**src/shared/csc_pkg.sv**
```systemverilog
// constants and types for the clock and standby control block
// What this block does
// - the pll multiplier code maps 00111,01001,01011,01111,10011,10111,11000 to x8,x10,x12,x16,x20,x24,x25.
// - the main oscillator wait code 00000..01111 selects 2,4,8,16,32,256,512,1024,2048,4096,16384..524288 cycles.
// - a wait request enters sleep or all-module stop when standby_select is 0 and software standby when it is 1.
// - the power mode code maps 000,010,011,100,101,110,111 to high, mid 1A, 1B, 2A, 2B, low 1, low 2.
// - sleep return clock code 001 picks the fast on-chip oscillator and 010 the main oscillator.
// - the drive code 01, 10, 11 selects 1-8 MHz, 8.1-15.9 MHz and 16-20 MHz drive.
// - system, peripheral, converter, bus and flash clocks each have their own divider.
// - the bus clock pin gives the bus clock or high under bus_clk_pin_stop, and the bus clock or its half.
// - the fast on-chip oscillator runs at 32, 36.864, 40 or 50 MHz and has power control.
// - the fast oscillator wait time comes from its own wait control setting.
// - one module stop bit gates both the dma and data transfer controller clocks.
// - an enable bit allows all-module clock stop mode as a low-power state.
package csc_pkg;
    localparam logic [4:0] CSC_PLL_X8 = 5'h07;
    localparam logic [4:0] CSC_PLL_X10 = 5'h09;
    localparam logic [4:0] CSC_PLL_X12 = 5'h0B;
    localparam logic [4:0] CSC_PLL_X16 = 5'h0F;
    localparam logic [4:0] CSC_PLL_X20 = 5'h13;
    localparam logic [4:0] CSC_PLL_X24 = 5'h17;
    localparam logic [4:0] CSC_PLL_X25 = 5'h18;
    localparam logic [4:0] CSC_WAIT_MAX_CODE = 5'h0F;
    localparam logic [2:0] CSC_PM_HIGH = 3'h0;
    localparam logic [2:0] CSC_PM_MID1A = 3'h2;
    localparam logic [2:0] CSC_PM_MID1B = 3'h3;
    localparam logic [2:0] CSC_PM_MID2A = 3'h4;
    localparam logic [2:0] CSC_PM_MID2B = 3'h5;
    localparam logic [2:0] CSC_PM_LOW1 = 3'h6;
    localparam logic [2:0] CSC_PM_LOW2 = 3'h7;
    localparam logic [2:0] CSC_RET_FAST = 3'h1;
    localparam logic [2:0] CSC_RET_MAIN = 3'h2;
    localparam logic [1:0] CSC_DRV_LOW = 2'h1;
    localparam logic [1:0] CSC_DRV_MID = 2'h2;
    localparam logic [1:0] CSC_DRV_HIGH = 2'h3;
    localparam logic [1:0] CSC_FOSC_32 = 2'h0;
    localparam logic [1:0] CSC_FOSC_36864 = 2'h1;
    localparam logic [1:0] CSC_FOSC_40 = 2'h2;
    localparam logic [1:0] CSC_FOSC_50 = 2'h3;
    localparam int CSC_NDIV = 5;
    localparam int CSC_DIV_SYS = 0;
    localparam int CSC_DIV_PER = 1;
    localparam int CSC_DIV_CNV = 2;
    localparam int CSC_DIV_BUS = 3;
    localparam int CSC_DIV_FLS = 4;
    localparam logic [3:0] CSC_DIV_RST = 4'h0;
    localparam logic [19:0] CSC_CNT_ONE = 20'h0_0001;
    localparam logic [19:0] CSC_CNT_ZERO = 20'h0_0000;

    // one-hot standby states
    typedef enum logic [3:0] {
        CSC_RUN = 4'b0001,
        CSC_SLEEP = 4'b0010,
        CSC_ALLSTOP = 4'b0100,
        CSC_SWSTBY = 4'b1000
    } csc_state_t;

    typedef struct packed {
        logic [4:0] pll_mult_sel;
        logic [4:0] main_osc_wait_sel;
        logic standby_select;
        logic [2:0] power_mode_sel;
        logic [2:0] sleep_return_clk_sel;
        logic [1:0] main_osc_drive_sel;
        logic [1:0] fast_osc_freq_sel;
        logic fast_osc_power_on;
        logic [4:0] fast_osc_wait_ctrl;
        logic bus_clk_pin_stop;
        logic bus_clk_pin_half;
        logic dma_xfer_module_stop;
        logic all_clock_stop_enable;
        logic [CSC_NDIV*4-1:0] div_sel;
    } csc_cfg_t;

    typedef struct packed {
        logic [4:0] pll_factor;
        logic [19:0] main_wait_cycles;
        logic [19:0] fast_wait_cycles;
        logic [6:0] power_mode_onehot;
        logic ret_fast;
        logic ret_main;
        logic [2:0] drive_onehot;
        logic [1:0] fast_osc_freq;
        logic fast_osc_power_on;
    } csc_stat_t;
endpackage : csc_pkg

```
**src/csc_top.sv**
```systemverilog
// clock dividers, bus clock pin and standby control
`timescale 1ns/1ps
module csc_top (
    input wire logic clock,
    input wire logic rst_n,
    input wire csc_pkg::csc_cfg_t cfg,
    input wire logic src_tick,
    input wire logic wait_req,
    input wire logic wake_req,
    output csc_pkg::csc_stat_t stat,
    output logic [csc_pkg::CSC_NDIV-1:0] clk_en,
    output logic dma_xfer_clk_en,
    output logic bus_clk_pin,
    output csc_pkg::csc_state_t standby_state
);
    typedef struct packed {
        csc_pkg::csc_stat_t stat;
        logic [csc_pkg::CSC_NDIV*4-1:0] cnt;
        logic [csc_pkg::CSC_NDIV-1:0] clk_en;
        logic dma_en;
        logic bus_half;
        logic pin;
        csc_pkg::csc_state_t st;
    } csc_st_t;

    csc_st_t s;
    csc_st_t next_s;

    // wait code to cycle count; codes above the top give the longest
    function automatic logic [19:0] csc_wait(input logic [4:0] c);
        logic [19:0] r;
        r = csc_pkg::CSC_CNT_ONE;
        unique case (c)
            5'h00: r = csc_pkg::CSC_CNT_ONE << 1;
            5'h01: r = csc_pkg::CSC_CNT_ONE << 2;
            5'h02: r = csc_pkg::CSC_CNT_ONE << 3;
            5'h03: r = csc_pkg::CSC_CNT_ONE << 4;
            5'h04: r = csc_pkg::CSC_CNT_ONE << 5;
            5'h05: r = csc_pkg::CSC_CNT_ONE << 8;
            5'h06: r = csc_pkg::CSC_CNT_ONE << 9;
            5'h07: r = csc_pkg::CSC_CNT_ONE << 10;
            5'h08: r = csc_pkg::CSC_CNT_ONE << 11;
            5'h09: r = csc_pkg::CSC_CNT_ONE << 12;
            5'h0A: r = csc_pkg::CSC_CNT_ONE << 14;
            5'h0B: r = csc_pkg::CSC_CNT_ONE << 15;
            5'h0C: r = csc_pkg::CSC_CNT_ONE << 16;
            5'h0D: r = csc_pkg::CSC_CNT_ONE << 17;
            5'h0E: r = csc_pkg::CSC_CNT_ONE << 18;
            default: r = csc_pkg::CSC_CNT_ONE << 19;
        endcase
        return r;
    endfunction : csc_wait

    // multiplier decode; an undefined code yields factor zero
    function automatic logic [4:0] csc_pll(input logic [4:0] c);
        logic [4:0] r;
        r = 5'h00;
        unique case (c)
            csc_pkg::CSC_PLL_X8: r = 5'h08;
            csc_pkg::CSC_PLL_X10: r = 5'h0A;
            csc_pkg::CSC_PLL_X12: r = 5'h0C;
            csc_pkg::CSC_PLL_X16: r = 5'h10;
            csc_pkg::CSC_PLL_X20: r = 5'h14;
            csc_pkg::CSC_PLL_X24: r = 5'h18;
            csc_pkg::CSC_PLL_X25: r = 5'h19;
            default: r = 5'h00;
        endcase
        return r;
    endfunction : csc_pll

    always_comb begin
        logic [3:0] c;
        logic [3:0] d;
        logic idle;
        c = 4'h0;
        d = 4'h0;
        next_s = s;
        idle = (s.st != csc_pkg::CSC_RUN);
        // status decodes
        next_s.stat.pll_factor = csc_pll(cfg.pll_mult_sel);
        next_s.stat.main_wait_cycles = csc_wait(cfg.main_osc_wait_sel);
        next_s.stat.fast_wait_cycles = csc_wait(cfg.fast_osc_wait_ctrl);
        next_s.stat.power_mode_onehot = '0;
        unique case (cfg.power_mode_sel)
            csc_pkg::CSC_PM_HIGH: next_s.stat.power_mode_onehot = 7'h01;
            csc_pkg::CSC_PM_MID1A: next_s.stat.power_mode_onehot = 7'h02;
            csc_pkg::CSC_PM_MID1B: next_s.stat.power_mode_onehot = 7'h04;
            csc_pkg::CSC_PM_MID2A: next_s.stat.power_mode_onehot = 7'h08;
            csc_pkg::CSC_PM_MID2B: next_s.stat.power_mode_onehot = 7'h10;
            csc_pkg::CSC_PM_LOW1: next_s.stat.power_mode_onehot = 7'h20;
            csc_pkg::CSC_PM_LOW2: next_s.stat.power_mode_onehot = 7'h40;
            default: next_s.stat.power_mode_onehot = 7'h00;
        endcase
        next_s.stat.ret_fast = (cfg.sleep_return_clk_sel == csc_pkg::CSC_RET_FAST);
        next_s.stat.ret_main = (cfg.sleep_return_clk_sel == csc_pkg::CSC_RET_MAIN);
        next_s.stat.drive_onehot = {cfg.main_osc_drive_sel == csc_pkg::CSC_DRV_HIGH,
                                    cfg.main_osc_drive_sel == csc_pkg::CSC_DRV_MID,
                                    cfg.main_osc_drive_sel == csc_pkg::CSC_DRV_LOW};
        next_s.stat.fast_osc_freq = cfg.fast_osc_freq_sel;
        next_s.stat.fast_osc_power_on = cfg.fast_osc_power_on;
        // dividers: enable pulse every (code+1) source ticks; frozen outside run
        for (int i = 0; i < csc_pkg::CSC_NDIV; i++) begin
            c = s.cnt[i*4 +: 4];
            d = cfg.div_sel[i*4 +: 4];
            next_s.clk_en[i] = 1'b0;
            if (src_tick && !idle) begin
                if (c >= d) begin
                    next_s.cnt[i*4 +: 4] = csc_pkg::CSC_DIV_RST;
                    next_s.clk_en[i] = 1'b1;
                end else begin
                    next_s.cnt[i*4 +: 4] = c + 4'h1;
                end
            end
        end
        next_s.dma_en = next_s.clk_en[csc_pkg::CSC_DIV_SYS] && !cfg.dma_xfer_module_stop;
        // bus clock pin: toggles per bus tick, or per second tick when halved
        if (next_s.clk_en[csc_pkg::CSC_DIV_BUS]) begin
            next_s.bus_half = !s.bus_half;
        end
        if (cfg.bus_clk_pin_stop) begin
            next_s.pin = 1'b1;
        end else if (next_s.clk_en[csc_pkg::CSC_DIV_BUS] && (!cfg.bus_clk_pin_half || !s.bus_half)) begin
            next_s.pin = !s.pin;
        end
        // standby sequencing
        unique case (s.st)
            csc_pkg::CSC_RUN: begin
                if (wait_req) begin
                    if (cfg.standby_select) begin
                        next_s.st = csc_pkg::CSC_SWSTBY;
                    end else if (cfg.all_clock_stop_enable) begin
                        next_s.st = csc_pkg::CSC_ALLSTOP;
                    end else begin
                        next_s.st = csc_pkg::CSC_SLEEP;
                    end
                end
            end
            csc_pkg::CSC_SLEEP, csc_pkg::CSC_ALLSTOP, csc_pkg::CSC_SWSTBY: begin
                if (wake_req) begin
                    next_s.st = csc_pkg::CSC_RUN;
                end
            end
            default: next_s.st = csc_pkg::CSC_RUN;
        endcase
    end

    // reset leaves the pin high and the block running
    always_ff @(posedge clock or negedge rst_n) begin
        if (!rst_n) begin
            s <= '0;
            s.pin <= 1'b1;
            s.st <= csc_pkg::CSC_RUN;
        end else begin
            s <= next_s;
        end
    end

    assign stat = s.stat;
    assign clk_en = s.clk_en;
    assign dma_xfer_clk_en = s.dma_en;
    assign bus_clk_pin = s.pin;
    assign standby_state = s.st;

    property p_standby_select_one;
        @(posedge clock) disable iff (!rst_n)
        (s.st == csc_pkg::CSC_RUN && wait_req && cfg.standby_select) |=> (s.st == csc_pkg::CSC_SWSTBY);
    endproperty
    a_standby_select_one: assert property (p_standby_select_one) else $error("standby select 1 did not enter software standby");
    property p_standby_select_zero;
        @(posedge clock) disable iff (!rst_n)
        (s.st == csc_pkg::CSC_RUN && wait_req && !cfg.standby_select) |=>
            (s.st == csc_pkg::CSC_SLEEP || s.st == csc_pkg::CSC_ALLSTOP);
    endproperty
    a_standby_select_zero: assert property (p_standby_select_zero) else $error("standby select 0 did not enter sleep");
    property p_all_clock_stop_enable;
        @(posedge clock) disable iff (!rst_n)
        (s.st == csc_pkg::CSC_RUN && wait_req && !cfg.standby_select && !cfg.all_clock_stop_enable) |=>
            (s.st == csc_pkg::CSC_SLEEP);
    endproperty
    a_all_clock_stop_enable: assert property (p_all_clock_stop_enable) else $error("all stop entered while disabled");
    property p_pll;
        @(posedge clock) disable iff (!rst_n)
        (cfg.pll_mult_sel == csc_pkg::CSC_PLL_X25) |=> (stat.pll_factor == 5'h19);
    endproperty
    a_pll: assert property (p_pll) else $error("pll x25 decode wrong");
    property p_wait;
        @(posedge clock) disable iff (!rst_n)
        (cfg.main_osc_wait_sel == csc_pkg::CSC_WAIT_MAX_CODE) |=> (stat.main_wait_cycles == 20'h8_0000);
    endproperty
    a_wait: assert property (p_wait) else $error("longest main wait wrong");
    property p_pm;
        @(posedge clock) disable iff (!rst_n)
        (cfg.power_mode_sel == csc_pkg::CSC_PM_LOW2) |=> (stat.power_mode_onehot == 7'h40);
    endproperty
    a_pm: assert property (p_pm) else $error("low speed 2 decode wrong");
    property p_ret;
        @(posedge clock) disable iff (!rst_n)
        (cfg.sleep_return_clk_sel == csc_pkg::CSC_RET_MAIN) |=> (stat.ret_main && !stat.ret_fast);
    endproperty
    a_ret: assert property (p_ret) else $error("return source decode wrong");
    property p_drv;
        @(posedge clock) disable iff (!rst_n)
        (cfg.main_osc_drive_sel == csc_pkg::CSC_DRV_MID) |=> (stat.drive_onehot == 3'h2);
    endproperty
    a_drv: assert property (p_drv) else $error("drive decode wrong");
    property p_div;
        @(posedge clock) disable iff (!rst_n)
        (cfg.div_sel[3:0] == 4'h0 && src_tick && s.st == csc_pkg::CSC_RUN) |=> clk_en[csc_pkg::CSC_DIV_SYS];
    endproperty
    a_div: assert property (p_div) else $error("undivided system clock missed");
    property p_pin;
        @(posedge clock) disable iff (!rst_n)
        cfg.bus_clk_pin_stop |=> bus_clk_pin;
    endproperty
    a_pin: assert property (p_pin) else $error("stopped bus pin not high");
    property p_dma;
        @(posedge clock) disable iff (!rst_n)
        cfg.dma_xfer_module_stop |=> !dma_xfer_clk_en;
    endproperty
    a_dma: assert property (p_dma) else $error("dma clock ran while stopped");
    c_sw: cover property (@(posedge clock) disable iff (!rst_n) s.st == csc_pkg::CSC_SWSTBY);
    c_all: cover property (@(posedge clock) disable iff (!rst_n) s.st == csc_pkg::CSC_ALLSTOP);
    c_pin: cover property (@(posedge clock) disable iff (!rst_n) $rose(bus_clk_pin) && cfg.bus_clk_pin_half);
endmodule : csc_top

```
**config.mk**
```make
export PLATFORM = sky130hd
export DESIGN_NAME = csc_top
export DESIGN_NICKNAME = d
export VERILOG_FILES = /design/src/shared/csc_pkg.sv /design/src/csc_top.sv
export SDC_FILE = /design/constraint.sdc
export NUM_CORES = 1
export LEC_CHECK = 0
export ABC_CLOCK_PERIOD_IN_PS = 3500
export BUFFER_PORTS_ARGS = -buffer_cell sky130_fd_sc_hd__buf_4
export CAP_MARGIN = 5
export CORE_ASPECT_RATIO = 0.75
export CORE_MARGIN = 4
export CORE_UTILIZATION = 45
export DETAILED_ROUTE_END_ITERATION = 8
export GPL_TIMING_DRIVEN = 1
export PLACE_DENSITY_LB_ADDON = 0.05
export RECOVER_POWER = 50
export SYNTH_ARGS = -nofsm -noshare
export SYNTH_HDL_FRONTEND = slang
export SYNTH_SLANG_ARGS = --single-unit
```
**constraint.sdc**
```tcl
create_clock -name clock -period 3.5 [get_ports clock]
set_input_delay 0.7 -clock clock [delete_from_list [all_inputs] [get_ports clock]]
set_output_delay 0.7 -clock clock [all_outputs]
set_load 0.01 [all_outputs]
```
**After elaboration in Yosys (flattened, before gate mapping)**

Memory sizes are Yosys's and may differ from the RTL's.
Index checks and enable logic that the tools add are counted.

- Register bits: 92
- Bits in latches: 0
- Memory bits (writable): 0
- ROM bits: 512
- Input bits: 56
- Output and inout bits: 71
- Logic and storage cells: 91
- Memories: 2

- $add $sub $neg: 5
- $mul: 0
- Divide/modulo/power cells: 0
- $lt $le $gt $ge: 5
- Eq/ne operators: 25
- Shift operators: 0
- Multiplexer cells: 26
- Bitwise operators: 0
- Reductions and logical operators: 13

Memory list:

| memory | words | bits a word | rd ports | clocked after Yosys merged registers in | write ports | RTL line | text |
|---|---|---|---|---|---|---|---|
| (name not given) | 16 | 16 | 1 | 0 | 0 | csc_top.sv:33 | `unique case (c)` |
| (name not given) | 16 | 16 | 1 | 0 | 0 | csc_top.sv:33 |  |

Operators with widths:

| operator | number |
|---|---|
| 7-bit case mux with 7 select lines | 1 |
| 20-bit two-way mux | 2 |
| 5-bit case mux with 7 select lines | 1 |
| 4-bit two-way mux | 8 |
| 4-bit by 1-bit adder with 4-bit output (second input constant) | 5 |
| 4-bit greater-or-equal comparator | 5 |
| 5-bit by 4-bit equality test with 1-bit output (second input constant) | 3 |
| 5-bit equality test (second input constant) | 3 |
| 3-bit equality test (second input constant) | 4 |
| 1-bit two-way mux | 12 |
| 3-bit by 2-bit equality test with 1-bit output (second input constant) | 3 |
| 4-bit case mux with 2 select lines | 1 |
| 5-bit by 3-bit equality test with 1-bit output (second input constant) | 1 |
| 1-bit logical NOT | 5 |
| 2-bit equality test (second input constant) | 2 |
| 4-bit by 1-bit equality test with 1-bit output (second input constant) | 1 |
| 4-bit by 2-bit equality test with 1-bit output (second input constant) | 1 |
| 4-bit by 3-bit equality test with 1-bit output (second input constant) | 1 |
| 4-bit equality test (second input constant) | 1 |
| 2-bit != test (second input constant) | 2 |
| 4-bit by 1-bit != test with 1-bit output (second input constant) | 1 |
| 3-bit by 1-bit equality test with 1-bit output (second input constant) | 1 |
| 1-bit logical AND | 3 |
| 3-bit logical NOT | 1 |
| other kinds (6) | 6 |

**Depth between registers and ports, before layout**

- Depth after elaboration: 7
- Depth in mapped cells: 6

**Worst setup path after synthesis**

Ideal clock, no wire load.

- Kind: input port to flip-flop
- From: input port cfg[12] in the netlist's numbering
- To: register s[27] in the netlist's numbering
- Arrival time: 1.946 ns
- Data required time: 3.435 ns
- Slack: 1.489 ns
- Stages on the path: 5
- Buffers on the path: 0
- Cells stage by stage: ha_1 > nand2b_1 > a2111oi_4 > a2bb2o_1 > nand2_1

- Word-level cells in the longest chain between the ends: 2

RTL lines:

| what | RTL line | text |
|---|---|---|
| start: declaration | csc_top.sv:6 | `input wire csc_pkg::csc_cfg_t cfg,` |
| 4-bit greater-or-equal comparator | csc_top.sv:107 | `if (c >= d) begin` |
| 4-bit two-way mux | csc_top.sv:107 |  |
| end signal: assignment | csc_top.sv:154 | `s <= next_s;` |
| end: declaration | csc_top.sv:26 | `csc_st_t s;` |

Every way passes these cells.
A chain may end at the register's enable or synchronous reset.

**Worst setup path in the final report**

- From: register s, in the netlist standby_state[0]
- To: register s, in the netlist bus_clk_pin

- Word-level cells in the longest chain between the ends: 6

RTL lines:

| what | RTL line | text |
|---|---|---|
| 4-bit by 1-bit != test with 1-bit output | csc_top.sv:78 | `idle = (s.st != csc_pkg::CSC_RUN);` |
| 1-bit logical NOT | csc_top.sv:106 | `if (src_tick && !idle) begin` |
| 1-bit logical AND | csc_top.sv:106 |  |
| 1-bit two-way mux | csc_top.sv:106 |  |
| 1-bit logical AND | csc_top.sv:122 | `end else if (next_s.clk_en[csc_pkg::CSC_DIV_BUS] && (!cfg.bus_clk_pin_half \|\| !s.bus_half)) begin` |
| 2-bit nonzero test (no line) | n/a |  |

Every way passes these cells.

==> metrics <==
outcome finished, violations left; failing checks max-capacitance violations, max-slew violations; syn avg cell area 10.2 um2; met2 usage 21.9%; Final #Nets 558; Lkg Pwr 2.54 nW; met3 Usage GRT 5.55%; full die area 11100 um2; Buffers & Inverters on Critical Path 0; Root Buffer clkbuf_16; EDFF count, synth 0; Area contributors post-synth dfrtp_1, buf_4, ha_1; CTS tree built; total power 2.91 mW; DR vias/cell 4.69; ys async rst share 100%; vias 2860; drt drc 0; dpl ws 1220 ps; hold slack 495 ps; die height 92.1 um; hold_buf cts 0; element type at the critical path end flip-flop; Post-Layout Cell Count 610; RSZ-0062 raised after global routing no; drt pass-1 iters 4; Peak Freq 446 MHz; wire length of the first global-routing pass 12900 um; #FFs+latches synth 84; Skew-Pair Late Insertion Delay 330 ps; Die Width 120 um; final instance area 5000 um2; Finished Core Util 54.9%; Peak VDD IR 0.414 mV; Sum Neg Setup Slack 0 ps; post-synth top area cell dfrtp_1; CP max stage delay 560 ps; WP data arrival 2500 ps; Final min period 2240 ps; Setup Viol. Count Final 0; DPL Wire Length 5710 um; worst setup margin 1260 ps; routing usage on met1 19.4%; number of CTS-inserted buffers 9; ant diodes 0; share of the synthesized area in the top cell type 48.4%; Synth cell types 46; global routing's busiest layer met2; Setup Buffers After CTS 0; Mapped Cells 416; commonest cells in the netlist dfrtp_1, buf_4, nand2_1; DP Area 4760 um2; Placer Congestion 0.767; post_cts resized 0; Starting Density 46.5%; Final Max Tran Viols 85; Worst path top cell family by delay simple AND/OR/NAND/NOR gates; max cap viols 1; Post-Syn Area 4240 um2; Area growth, synth to finish 18.0%; Row Count 30; grt total ovfl 0; Crit-path slowest cell dfstp_2; CP Launch Type flip-flop; Core ar. 9120 um2; vias in the first global route 2693; wire per inst 12.9 um; post-synthesis sequential area ratio 49.6%; Syn. warnings 0; largest net degree at the start of global routing 85; Max-Slew Margin vs Limit -35.1%; initial antenna violation count 0; CP Max Fanout 21; pwr dens 582 nW/um2; Clock Skews 5.06 ps; H-tree depth 3; Least-Margin Pin Slew 2030 ps; CTS Sinks 84; Max Root-Sink Buffers 2; most frequent cell after synthesis dfrtp_1; gr usage total 14.6%; Final ANT Viol Nets 0; Post-synth top flop dfrtp_1; final hold viol count 0; num ports 127; crit path cell chain nor4b_4 > nand2_1 > a2111oi_2 > mux2i_1; Total Wirelength 7860 um; kind of critical path reg -> reg; share of cells above drive strength 1 27.4%; clk slew on worst S/H paths 60 ps; Hold Path Class reg -> reg; WP data required 3760 ps; Final Cycle Share 64.1%; I/O Buffers 118; placed cell count 594; iteration-0 DRC count of the detailed router 166
-- where the power goes --
part	total (mW)	internal [mW]	leakage (nW)	switching, mW
clock	0.870	0.487	0.126	0.383
sequential	1.27	1.13	1.09	0.141
combinational	0.776	0.357	1.32	0.419
-- kinds of logic after synthesis --
group,Yosys count,synth area share (%)
compound gates,61,9.98
xor+xnor,3,0.620
fa+ha+maj,25,7.38
buf+inv,99,15.1
flops,84,49.6
mux,1,0.236
other cells,1,0.0885
simple gates,142,17.0
-- worst register-to-register path, stage by stage (launching register included) --
cell       delay [ps]
dfstp_2           560
nor4b_4           330
nand2_1           520
a2111oi_2         540
mux2i_1           220
-- layout by cell type (no fill, tap or decap), drive strengths merged, types with 3 or more instances in the layout --
cell type  netlist  final
buf             74    104
dfrtp           82     82
nand2           40     40
nor2            36     36
inv             24     26
ha              25     25
clkbuf           1     24
o21ai           22     22
nand2b          12     12
nor3            12     12
a21oi           12     12
and2            10     10
conb             1      8
nor3b            7      7
nor2b            7      7
o2111ai          6      6
nand3            6      6
o311ai           3      3
clkinvlp         0      3
-- state kept, by name (all words and copies together), names as in the netlist --
| signal | count |
|---|---|
| stat | 52 |
| s | 21 |
| clk_en | 5 |
| standby_state | 4 |
| bus_clk_pin | 1 |
| dma_xfer_clk_en | 1 |
-- final timing paths --
kind	startpoint	end	slack, ps	cells past startpoint
worst min register to register	s[5]$_DFFE_PN0P_	s[5]$_DFFE_PN0P_	500	1
worst min-delay path	s[5]$_DFFE_PN0P_	s[5]$_DFFE_PN0P_	500	1
worst max register to register	standby_state[0]$_DFFE_PN1P_	bus_clk_pin$_DFFE_PN1P_	1260	4
min in group asynchronous	rst_n	s[18]$_DFFE_PN0N_	910	1
max in group asynchronous	rst_n	stat[1]$_DFF_PN0_	1360	1
worst max-delay path	standby_state[0]$_DFFE_PN1P_	bus_clk_pin$_DFFE_PN1P_	1260	4
-- layout make-up --
cell class | instances | area [um2]
flip-flops and latches | 84 | 2100
repair buffers | 118 | 850
inverters | 24 | 90.1
well taps | 128 | 160
fillers | 851 | 4120
multi-input cells | 240 | 1520
clock buffers | 10 | 229
clock inverters | 6 | 48.8
-- metal layers --
metal | up-vias | routed length [um]
li1 | 1449 | -
met1 | 1317 | 3570
met2 | 87 | 3610
met3 | 7 | 604
met4 | 0 | 72
met5 | - | 0
No activity file was read; power rests on OpenSTA's default activity.
